**src/include/link_error_selftest_defs.svh**
```systemverilog
// offsets, field positions, reset values and codes for the link error / self-test registers
`ifndef LINK_ERROR_SELFTEST_DEFS_SVH
`define LINK_ERROR_SELFTEST_DEFS_SVH

`define OFS_IND_CTL       8'hb0
`define OFS_IND_OFFSET    8'hb1
`define OFS_IND_DATA      8'hb2
`define OFS_SELFTEST      8'hb3
`define OFS_RSVD_B4       8'hb4
`define OFS_RSVD_B5       8'hb5
`define OFS_RSVD_B6       8'hb6
`define OFS_RSVD_B7       8'hb7
`define OFS_STRAP_STS     8'hb8
`define OFS_LINK_ERR      8'hb9

`define RST_IND_CTL       6'h00
`define RST_IND_OFFSET    8'h00
`define RST_IND_DATA      8'h00
`define RST_SELFTEST      8'h08
`define RST_RSVD_B4       8'h25
`define RST_RSVD_B5       8'h00
`define RST_RSVD_B6       8'h18
`define RST_RSVD_B7       8'h00
`define RST_LINK_ERR      6'h33

`define ST_EN_BIT         0
`define ST_CLK_HI         2
`define ST_CLK_LO         1
`define ST_PIN_BIT        3
`define ST_MODE_HI        7
`define ST_MODE_LO        6
`define ST_MODE_OUT_ON    2'b10

`define LE_WAIT_BIT       5
`define LE_CNT_EN_BIT     4
`define LE_THR_HI         3
`define LE_THR_LO         0

`define REMOTE_CLK_OFS    8'h14
`define ZERO_BYTE         8'h00
`define ERR_ONE           4'h1
`define ERR_MAX           4'hf
`endif

```
**src/include/link_error_selftest_pkg.sv**
```systemverilog
// types shared by the link error / self-test register block
package link_error_selftest_pkg;

   // host-side register access port behind the i2c slave
   typedef struct packed {
      logic       wr;
      logic       rd;
      logic [7:0] addr;
      logic [7:0] wdata;
   } host_req_s;

   // indirect register window towards internal blocks
   typedef struct packed {
      logic       wrStrobe;
      logic       rdStrobe;
      logic [3:0] blockSelect;
      logic [7:0] offset;
      logic [7:0] wdata;
   } ind_req_s;

   // forward-link error flags from the receiver
   typedef struct packed {
      logic parityErr;
      logic clockErr;
      logic controlErr;
   } link_err_s;

   typedef enum logic [1:0] {
      REMOTE_IDLE,
      REMOTE_SEND,
      REMOTE_DONE
   } remote_e;

endpackage

```
**src/rtl/link_error_selftest_regs.sv**
```systemverilog
// link error counter, self-test control, strap status and indirect access registers
//
// Contract
// - data register write forwards byte to target
// - data register read returns target register
// - output mode 00 off, 10 on
// - source bit selects pin or register setup
// - enable copies clock source to remote 0x14
// - enable bit starts self-test, resets zero
// - address strap done reads one after latch
// - bits 6:4 hold latched address strap code
// - config strap done reads one after latch
// - bits 2:0 hold latched config strap code
// - filter-wait ignore bit masks errors in wait
// - bit 4 enables link error counting
// - counter on pixel clock, three error kinds
// - lock lost when count reaches threshold
// - counting disabled: first error drops lock
// - block select chooses indirect target
// - offset register gives indirect target offset
// - auto-increment bumps offset after each access
// - prefetch strobe on offset write, data read with auto-increment
`timescale 1ns/1ps
`include "link_error_selftest_defs.svh"

module link_error_selftest_regs
(
   // clock and reset
   input  wire logic                               clock,
   input  wire logic                               rst_n,
   // host register access
   input  wire link_error_selftest_pkg::host_req_s hostReq,
   output logic [7:0]                              hostRdata,
   // indirect window
   output link_error_selftest_pkg::ind_req_s       indReq,
   input  wire logic [7:0]                         indRdata,
   // strap pins
   input  wire logic [2:0]                         addrStrapPin,
   input  wire logic [2:0]                         cfgStrapPin,
   // self-test
   input  wire logic                               selftestPin,
   output logic                                    selftestActive,
   output logic                                    selftestOutputsOn,
   output logic                                    remoteWrValid,
   input  wire logic                               remoteWrReady,
   output logic [7:0]                              remoteWrOffset,
   output logic [7:0]                              remoteWrData,
   // forward link
   input  wire logic                               pixelClkPin,
   input  wire link_error_selftest_pkg::link_err_s linkErr,
   input  wire logic                               filterWait,
   input  wire logic                               rxLockPin,
   output logic                                    linkLocked,
   output logic [3:0]                              linkErrCount
);

   function automatic logic hit(input logic [7:0] a, input logic [7:0] ofs);
      hit = (a == ofs);
   endfunction

   logic [5:0]                       indCtl_q;
   logic [7:0]                       indOffset_q;
   logic [7:0]                       indData_q;
   logic [7:0]                       selftest_q;
   logic [7:0]                       rsvd_q [4];
   logic [5:0]                       linkErrCtl_q;
   logic [7:0]                       hostRdata_q;
   link_error_selftest_pkg::ind_req_s indReq_q;

   logic wrData;
   logic rdData;
   logic autoInc;
   logic prefetch;
   assign wrData   = hostReq.wr && hit(hostReq.addr, `OFS_IND_DATA);
   assign rdData   = hostReq.rd && hit(hostReq.addr, `OFS_IND_DATA);
   assign autoInc  = indCtl_q[1];
   assign prefetch = indCtl_q[0];

   // control register writes
   always_ff @(posedge clock)
   begin
      if (!rst_n)
      begin
         indCtl_q     <= `RST_IND_CTL;
         indData_q    <= `RST_IND_DATA;
         selftest_q   <= `RST_SELFTEST;
         linkErrCtl_q <= `RST_LINK_ERR;
      end
      else if (hostReq.wr)
      begin
         if (hit(hostReq.addr, `OFS_IND_CTL))
            indCtl_q <= hostReq.wdata[5:0];
         if (wrData)
            indData_q <= hostReq.wdata;
         if (hit(hostReq.addr, `OFS_SELFTEST))
            selftest_q <= hostReq.wdata;
         if (hit(hostReq.addr, `OFS_LINK_ERR))
            linkErrCtl_q <= hostReq.wdata[5:0];
      end
   end

   genvar g;
   generate
      for (g = 0; g < 4; g++)
      begin : gRsvd
         localparam logic [7:0] OFS = `OFS_RSVD_B4 + 8'(g);
         always_ff @(posedge clock)
         begin
            if (!rst_n)
               rsvd_q[g] <= (g == 0) ? `RST_RSVD_B4 : (g == 1) ? `RST_RSVD_B5 :
                            (g == 2) ? `RST_RSVD_B6 : `RST_RSVD_B7;
            else if (hostReq.wr && hit(hostReq.addr, OFS))
               rsvd_q[g] <= hostReq.wdata;
         end
      end
   endgenerate

   // offset register and auto-increment
   always_ff @(posedge clock)
   begin
      if (!rst_n)
         indOffset_q <= `RST_IND_OFFSET;
      else if (hostReq.wr && hit(hostReq.addr, `OFS_IND_OFFSET))
         indOffset_q <= hostReq.wdata;
      else if ((wrData || rdData) && autoInc)
         indOffset_q <= indOffset_q + 8'h01;
   end

   // indirect strobes
   always_ff @(posedge clock)
   begin
      if (!rst_n)
      begin
         indReq_q <= '0;
      end
      else
      begin
         indReq_q.wrStrobe    <= wrData;
         indReq_q.wdata       <= wrData ? hostReq.wdata : indReq_q.wdata;
         indReq_q.rdStrobe    <= prefetch &&
                                 ((hostReq.wr && hit(hostReq.addr, `OFS_IND_OFFSET)) ||
                                  (rdData && autoInc));
         indReq_q.blockSelect <= indCtl_q[5:2];
         indReq_q.offset      <= indOffset_q;
      end
   end
   always_comb
   begin
      indReq             = indReq_q;
      indReq.blockSelect = (wrData || rdData) ? indCtl_q[5:2] : indReq_q.blockSelect;
      indReq.offset      = indReq_q.wrStrobe ? indReq_q.offset : indOffset_q;
      indReq.blockSelect = indReq_q.wrStrobe ? indReq_q.blockSelect : indCtl_q[5:2];
   end

   // strap capture after reset release
   logic [2:0] addrS1_q, addrS2_q, addrS3_q;
   logic [2:0] cfgS1_q, cfgS2_q, cfgS3_q;
   logic [2:0] addrCode_q, cfgCode_q;
   logic       addrDone_q, cfgDone_q;
   always_ff @(posedge clock)
   begin
      if (!rst_n)
      begin
         addrS1_q <= 3'h0;
         addrS2_q <= 3'h0;
         addrS3_q <= 3'h0;
         cfgS1_q  <= 3'h0;
         cfgS2_q  <= 3'h0;
         cfgS3_q  <= 3'h0;
      end
      else
      begin
         addrS1_q <= addrStrapPin;
         addrS2_q <= addrS1_q;
         addrS3_q <= addrS2_q;
         cfgS1_q  <= cfgStrapPin;
         cfgS2_q  <= cfgS1_q;
         cfgS3_q  <= cfgS2_q;
      end
   end
   logic [1:0] strapAge_q;
   always_ff @(posedge clock)
   begin
      if (!rst_n)
      begin
         strapAge_q <= 2'h0;
         addrDone_q <= 1'b0;
         cfgDone_q  <= 1'b0;
         addrCode_q <= 3'h0;
         cfgCode_q  <= 3'h0;
      end
      else
      begin
         if (strapAge_q != 2'h3)
            strapAge_q <= strapAge_q + 2'h1;
         if (strapAge_q == 2'h3 && !addrDone_q && addrS2_q == addrS3_q)
         begin
            addrCode_q <= addrS3_q;
            addrDone_q <= 1'b1;
         end
         if (strapAge_q == 2'h3 && !cfgDone_q && cfgS2_q == cfgS3_q)
         begin
            cfgCode_q <= cfgS3_q;
            cfgDone_q <= 1'b1;
         end
      end
   end

   // self-test enable and pin sync
   logic stPin1_q, stPin2_q, stPin3_q, stPinLvl_q;
   always_ff @(posedge clock)
   begin
      if (!rst_n)
      begin
         stPin1_q   <= 1'b0;
         stPin2_q   <= 1'b0;
         stPin3_q   <= 1'b0;
         stPinLvl_q <= 1'b0;
      end
      else
      begin
         stPin1_q <= selftestPin;
         stPin2_q <= stPin1_q;
         stPin3_q <= stPin2_q;
         if (stPin2_q == stPin3_q)
            stPinLvl_q <= stPin3_q;
      end
   end
   logic stActive_q;
   always_ff @(posedge clock)
   begin
      if (!rst_n)
         stActive_q <= 1'b0;
      else
         stActive_q <= selftest_q[`ST_PIN_BIT] ? stPinLvl_q : selftest_q[`ST_EN_BIT];
   end
   assign selftestActive    = stActive_q;
   assign selftestOutputsOn = stActive_q &&
                              (selftest_q[`ST_MODE_HI:`ST_MODE_LO] == `ST_MODE_OUT_ON);

   // remote clock source write on self-test start
   link_error_selftest_pkg::remote_e remote_q;
   logic [7:0]                       remoteData_q;
   always_ff @(posedge clock)
   begin
      if (!rst_n)
      begin
         remote_q     <= link_error_selftest_pkg::REMOTE_IDLE;
         remoteData_q <= `ZERO_BYTE;
      end
      else
      begin
         unique case (remote_q)
            link_error_selftest_pkg::REMOTE_IDLE:
               if (stActive_q)
               begin
                  remote_q     <= link_error_selftest_pkg::REMOTE_SEND;
                  remoteData_q <= {6'h00, selftest_q[`ST_CLK_HI:`ST_CLK_LO]};
               end
            link_error_selftest_pkg::REMOTE_SEND:
               if (remoteWrReady)
                  remote_q <= link_error_selftest_pkg::REMOTE_DONE;
            link_error_selftest_pkg::REMOTE_DONE:
               if (!stActive_q)
                  remote_q <= link_error_selftest_pkg::REMOTE_IDLE;
         endcase
      end
   end
   assign remoteWrValid  = (remote_q == link_error_selftest_pkg::REMOTE_SEND);
   assign remoteWrOffset = `REMOTE_CLK_OFS;
   assign remoteWrData   = remoteData_q;

   // link-side inputs, three-flop synchronisers
   localparam int NLNK = 6;
   logic [NLNK-1:0] lnkIn;
   logic [NLNK-1:0] lnk1_q, lnk2_q, lnk3_q, lnkLvl_q;
   assign lnkIn = {pixelClkPin, rxLockPin, filterWait,
                   linkErr.parityErr, linkErr.clockErr, linkErr.controlErr};
   always_ff @(posedge clock)
   begin
      if (!rst_n)
      begin
         lnk1_q   <= '0;
         lnk2_q   <= '0;
         lnk3_q   <= '0;
         lnkLvl_q <= '0;
      end
      else
      begin
         lnk1_q <= lnkIn;
         lnk2_q <= lnk1_q;
         lnk3_q <= lnk2_q;
         for (int i = 0; i < NLNK; i++)
            if (lnk2_q[i] == lnk3_q[i])
               lnkLvl_q[i] <= lnk3_q[i];
      end
   end
   logic pixClk_q, rxLockPrev_q;
   always_ff @(posedge clock)
   begin
      if (!rst_n)
      begin
         pixClk_q     <= 1'b0;
         rxLockPrev_q <= 1'b0;
      end
      else
      begin
         pixClk_q     <= lnkLvl_q[5];
         rxLockPrev_q <= lnkLvl_q[4];
      end
   end

   logic pixEdge;
   logic anyErr;
   logic newLock;
   assign pixEdge = lnkLvl_q[5] && !pixClk_q;
   assign anyErr  = pixEdge && (|lnkLvl_q[2:0]) &&
                    !(linkErrCtl_q[`LE_WAIT_BIT] && lnkLvl_q[3]);
   assign newLock = lnkLvl_q[4] && !rxLockPrev_q;

   // error counter and lock decision
   logic [3:0] errCnt_q;
   logic       lockLost_q;
   logic [3:0] thresh;
   assign thresh = linkErrCtl_q[`LE_THR_HI:`LE_THR_LO];
   always_ff @(posedge clock)
   begin
      if (!rst_n)
      begin
         errCnt_q   <= 4'h0;
         lockLost_q <= 1'b0;
      end
      else if (newLock)
      begin
         errCnt_q   <= 4'h0;
         lockLost_q <= 1'b0;
      end
      else if (anyErr && !lockLost_q)
      begin
         if (linkErrCtl_q[`LE_CNT_EN_BIT])
         begin
            if (errCnt_q != `ERR_MAX)
               errCnt_q <= errCnt_q + `ERR_ONE;
            if (errCnt_q + `ERR_ONE >= thresh)
               lockLost_q <= 1'b1;
         end
         else
         begin
            lockLost_q <= 1'b1;
         end
      end
   end
   assign linkLocked   = lnkLvl_q[4] && !lockLost_q;
   assign linkErrCount = errCnt_q;

   // register read mux
   always_ff @(posedge clock)
   begin
      if (!rst_n)
         hostRdata_q <= `ZERO_BYTE;
      else if (hostReq.rd)
      begin
         unique case (1'b1)
            hit(hostReq.addr, `OFS_IND_CTL):    hostRdata_q <= {2'h0, indCtl_q};
            hit(hostReq.addr, `OFS_IND_OFFSET): hostRdata_q <= indOffset_q;
            rdData:                             hostRdata_q <= indRdata;
            hit(hostReq.addr, `OFS_SELFTEST):   hostRdata_q <= selftest_q;
            hit(hostReq.addr, `OFS_RSVD_B4):    hostRdata_q <= rsvd_q[0];
            hit(hostReq.addr, `OFS_RSVD_B5):    hostRdata_q <= rsvd_q[1];
            hit(hostReq.addr, `OFS_RSVD_B6):    hostRdata_q <= rsvd_q[2];
            hit(hostReq.addr, `OFS_RSVD_B7):    hostRdata_q <= rsvd_q[3];
            hit(hostReq.addr, `OFS_STRAP_STS):
               hostRdata_q <= {addrDone_q, addrCode_q, cfgDone_q, cfgCode_q};
            hit(hostReq.addr, `OFS_LINK_ERR):   hostRdata_q <= {2'h0, linkErrCtl_q};
            default:                            hostRdata_q <= `ZERO_BYTE;
         endcase
      end
   end
   assign hostRdata = hostRdata_q;

endmodule

```
**config.mk**
```make
export PLATFORM = sky130hd
export DESIGN_NAME = link_error_selftest_regs
export DESIGN_NICKNAME = d
export VERILOG_FILES = /design/src/include/link_error_selftest_pkg.sv /design/src/rtl/link_error_selftest_regs.sv
export VERILOG_INCLUDE_DIRS = /design/src /design/src/include
export SDC_FILE = /design/constraint.sdc
export NUM_CORES = 1
export LEC_CHECK = 0
export BUFFER_PORTS_ARGS = -buffer_cell sky130_fd_sc_hd__clkbuf_2
export CAP_MARGIN = 10
export CELL_PAD_IN_SITES_DETAIL_PLACEMENT = 1
export CELL_PAD_IN_SITES_GLOBAL_PLACEMENT = 1
export CORE_UTILIZATION = 48
export CTS_CLUSTER_SIZE = 20
export DETAILED_ROUTE_END_ITERATION = 8
export MAX_ROUTING_LAYER = met4
export PLACE_DENSITY_LB_ADDON = 0.1
export SYNTH_ARGS = -nofsm -noshare
export SYNTH_HDL_FRONTEND = slang
export SYNTH_SLANG_ARGS = --single-unit
```
**constraint.sdc**
```tcl
create_clock -name clock -period 4.35 [get_ports clock]
set_input_delay 0.87 -clock clock [delete_from_list [all_inputs] [get_ports clock]]
set_output_delay 0.87 -clock clock [all_outputs]
set_load 0.005 [all_outputs]
```
Word level (Yosys, flattened, before mapping). Memories as Yosys holds them, arrays and structs flattened. Index checks and enable logic that the tools add are counted.

Input port bits: 42. Register bits: 126. Memories kept: 1. Logic and storage cells: 150. RAM bits: 32. Output and inout bits: 54.

Memories: rsvd_q (depth 4, width 8, rd ports 4, clocked after Yosys merged registers in 0, write ports 4, RTL line link_error_selftest_regs.sv:65) `logic [7:0] rsvd_q [4];`.

Bitwise operators: 5. Muxes and demuxes: 29. Reduce and logical (&&, ||, !) cells: 41. $add $sub $neg: 3. Magnitude comparators: 1. Equality and inequality tests: 29.

Operator list (count): == test 8 bit (second input constant) (10); case mux 8 bit (10 select lines) (1); 2-to-1 mux 8 bit (7); logical AND 1 bit (22); 2-to-1 mux 1 bit (16); AND reduction 2 bit (5); adder 8 x 1 -> 8 bit (second input constant) (1); == test 1 bit (7); == test 2 bit (second input constant) (3); == test 3 bit (2); zero test 1 bit (6); 2-to-1 mux 2 bit (3); inequality test 2 bit (second input constant) (3); case mux 2 bit (3 select lines) (1); AND reduction 3 bit (2); adder 4 x 1 -> 4 bit (second input constant) (1); >= comparator 4 bit (1); 2-to-1 mux 4 bit (1); inequality test 2 x 1 -> 1 bit (second input constant) (2); inequality test 4 bit (second input constant) (1); OR 1 bit (4); OR reduction 3 bit (1); adder 2 x 1 -> 2 bit (second input constant) (1); == test 2 x 1 -> 1 bit (second input constant) (1); 5 further kinds (6).

Depth between registers and ports, before layout.
Depth in word-level cells: 6. Mapped depth: 7. Mapped depth without buffers: 6.

Worst setup path before layout. Ideal clock, no wire load.

Kind: in2reg. From: input port hostReq[14] (netlist name). To: memory rsvd_q[0][0], enable pin. Path slack: 1.769 ns. Arrival time: 2.194 ns. Setup time: 0.387 ns. Cell stages on the path: 4. Required time: 3.963 ns. Path buffers: 0. Cell sequence: nand4b_4 -> nor2_2 -> nand3_1 -> o31ai_1.

RTL lines: start: declaration (RTL line link_error_selftest_regs.sv:32) `input wire link_error_selftest_pkg::host_req_s hostReq,`; end: declaration (RTL line link_error_selftest_regs.sv:65).

==> flow_metrics.tcl <==
set metrics [dict create \
    mappedNetlistArea_mm2 0.00687 \
    async_flop_share_pct 0 \
    period_minus_slack_ns 2.61 \
    synth_seq_area_share_pct 50.7 \
    clk_path_buf_depth 2 \
    fin_crit_sh_pct 60.1 \
    required_ns 4.40 \
    cts_buffers 17 \
    hold_path.class "register to register" \
    grt_pass1_wl_mm 28.7 \
    tns_ns 0 \
    fmax_mhz 383 \
    hold_violations 0 \
    grt_most_used_layer "met2" \
    portBuffers 81 \
    tightest_slew_ns 1.06 \
    power.density_mw_per_mm2 416 \
    drt-total-wl_mm 18.4 \
    ctsResizeCount 0 \
    hpwl_mm 12.9 \
    drc_errors 0 \
    antenna_found_initial 1 \
    ant_nets 0 \
    setup.worst_path.end_class "register" \
    clkTransAtPathRegs_ns 0.06 \
    p_total_mw 3.27 \
    synth_ff_type "dfxtp_1" \
    path_delay_family "compound AO/OA/AOI/OAI gates" \
    final_cells 952 \
    fin_nets 811 \
    crit_fanout 32 \
    synthTopCellsByCount "dfxtp_1, and2_1, nand2_1" \
    start_util_pct 49.3 \
    cp_cell_sequence "clkbuf_2 > nand3_1 > o21ai_0" \
    gp_congestion 0.935 \
    diodes 0 \
    rows 43 \
    n_fill_cell 1607 \
    reg2reg_to "cfgCode_q[0]" \
    via_count 5332 \
    worstSetupStartpointType "input pin" \
    cp_num_buf_inv 1 \
    ys_ff_latch 158 \
    yosysTopAreaCell "dfxtp_1" \
    grt_max_degree 48 \
    htreeDepth 4 \
    met3_usage_pct 4.49 \
    ir_drop_uv 243 \
    holdPathEnd "lnk2_q[2]" \
    rr_worst_depth 5 \
    drt_iter0_drc 308 \
    first_pass_iters 4 \
    netlist.area_leader.share_pct 36.7 \
    syn_avg_cell_area_um2 9.83 \
    min_path_cells 1 \
    wire_per_inst_um 19.3 \
    critPathKind "input pin to register" \
    setup_viol 0 \
    tritoncts "built" \
    die_area_mm2 0.0148 \
    hold_buffers 0 \
    ys_warn_count 0 \
    max-cap-violations 0 \
    use_met2_pct 42.2 \
    synthMostInstantiatedCell "dfxtp_1" \
    ys_types 64 \
    clk-insertion-delay-late_ns 0.43 \
    postCtsSetupBuffers 0 \
    rsz0062_at_grt "false" \
    synthCells 699 \
    slew-limit-headroom_pct 28.5 \
    dp_cells 920 \
    die_y_um 122 \
    via_per_inst 5.60 \
    rrSetupSlack_ns 2.61 \
    core_area_mm2 0.0139 \
    report.final.slew_viol_count 0 \
    synth_edf_count 32 \
    hp-start "lnk1_q[2]" \
    arrival_ns 2.67 \
    slowest_stage "o21ai_0" \
    synth_area_leaders "dfxtp_1, edfxtp_1, and2_1" \
    pin_count 96 \
    root_buffer "clkbuf_16" \
    syn2layout_area_growth_pct 14.5 \
    status "completed" \
    die_x_um 122 \
    fin_skew_ns 0.00532 \
    grt-ovfl-total 0 \
    layout-drive-gt1-share_pct 19.9 \
    p_leak_nw 3.15 \
    grt_pass1_vias 5189 \
    r2r-start "strapAge_q[0]" \
    critPathMaxStageDelay_ns 0.90 \
    met1_usage_pct 35.4 \
    groute.usage.overall_pct 27.1 \
    cts_sinks 158 \
]
[worst register-to-register path: cells and delay by family, from the launching register on]
family	cells	cell delay (ns)
AND/OR/NAND/NOR	3	0.70
adder cells (fa/ha/maj)	1	0.28
flip-flops	1	0.36
multiplexers	1	0.28
[sequential cells by signal, indices dropped and copies added (netlist names), 4 cells and up]
register / flops
rsvd_q: 32
hostRdata: 8
linkErrCtl_q: 6
lnk3_q: 6
lnk1_q: 6
indReq_q: 12
linkErrCount: 4
selftest_q: 8
indOffset_q: 8
lnk2_q: 6
indReq: 10
lnkLvl_q: 6
indCtl_q: 6
[report_power, final]
| group | switching [mW] | total (mW) | internal (mW) | leakage [nW] |
|---|---|---|---|---|
| registers | 0.0196 | 1.55 | 1.53 | 1.33 |
| logic | 0.126 | 0.195 | 0.0691 | 1.52 |
| clock network | 0.643 | 1.53 | 0.885 | 0.296 |
| total | 0.789 | 3.27 | 2.49 | 3.15 |
[cell type report]
cell class | count | area [um2] | share of cell area, %
tap | 180 | 225 | 2.86
sequential | 158 | 3480 | 44.3
timing repair buffer | 88 | 458 | 5.82
multi-input combinational | 476 | 3020 | 38.4
clock buffer | 21 | 492 | 6.25
clock inverter | 11 | 120 | 1.53
inverter | 18 | 67.6 | 0.859
[routing by layer]
layer / vias to the layer above / routed length [um] / part of all wire (%)
met3: 23 / 850 / 4.6
met5: - / 0 / 0
met1: 2631 / 8430 / 46
met4: 0 / 325 / 1.8
met2: 146 / 8760 / 48
li1: 2532 / - / -
[layout by cell type, fill, tap and decap left out, types with 15 or more instances in the layout]
master	Yosys	final
edfxtp_1	32	32
nand2_1	61	61
nor2_1	41	41
o21ai_0	51	51
mux2i_1	27	27
a21oi_1	29	29
clkbuf_2	0	81
clkbuf_16	0	18
dfxtp_1	126	126
and2_1	73	73
inv_1	18	18
mux2_2	15	15
nand3_1	42	42
[cells by family (layout without fill, tap and decap cells)]
logic type                 Yosys count  in the layout  share of synthesized area (%)
adders and majority gates           10             10                           1.82
and+or+nand+nor                    275            275                           21.9
buffers and inverters               77            138                           6.01
xor gates and xnor gates            10             10                           1.27
muxes                               45             45                           7.37
DFF                                158            158                           50.7
AOI/OAI and AO/OA                  122            122                           10.8
other                                2             14                          0.109
[worst max-delay path by stage]
stage	slack, ns	depth (start not counted)	end	startpoint
6_report	1.74	3	rsvd_q[2][3]	hostReq[10]
5_1_grt	1.61	6	indOffset_q[2]	hostReq[9]
4_1_cts	1.79	2	indReq[14]	indReq[21]
3_5_place_dp	1.38	3	rsvd_q[2][4]	hostReq[10]
3_3_place_gp	1.49	3	rsvd_q[2][0]	hostReq[10]
2_1_floorplan	1.77	4	rsvd_q[0][0]	hostReq[14]
[stage by stage]
stage / utilization (%) / hold WS [ns] / worst slack (ns) / cell area (um2)
after floorplan: - / 0.412 / 1.77 / 6920
after global placement: 52.1 / 0.414 / 1.49 / 7260
after detailed placement: 52.1 / 0.419 / 1.38 / 7260
after CTS: 56.5 / 0.436 / 1.79 / 7870
after global routing: 56.5 / 0.444 / 1.61 / 7870
final: 56.5 / 0.433 / 1.74 / 7870
Power figures use the tool's default switching activity.
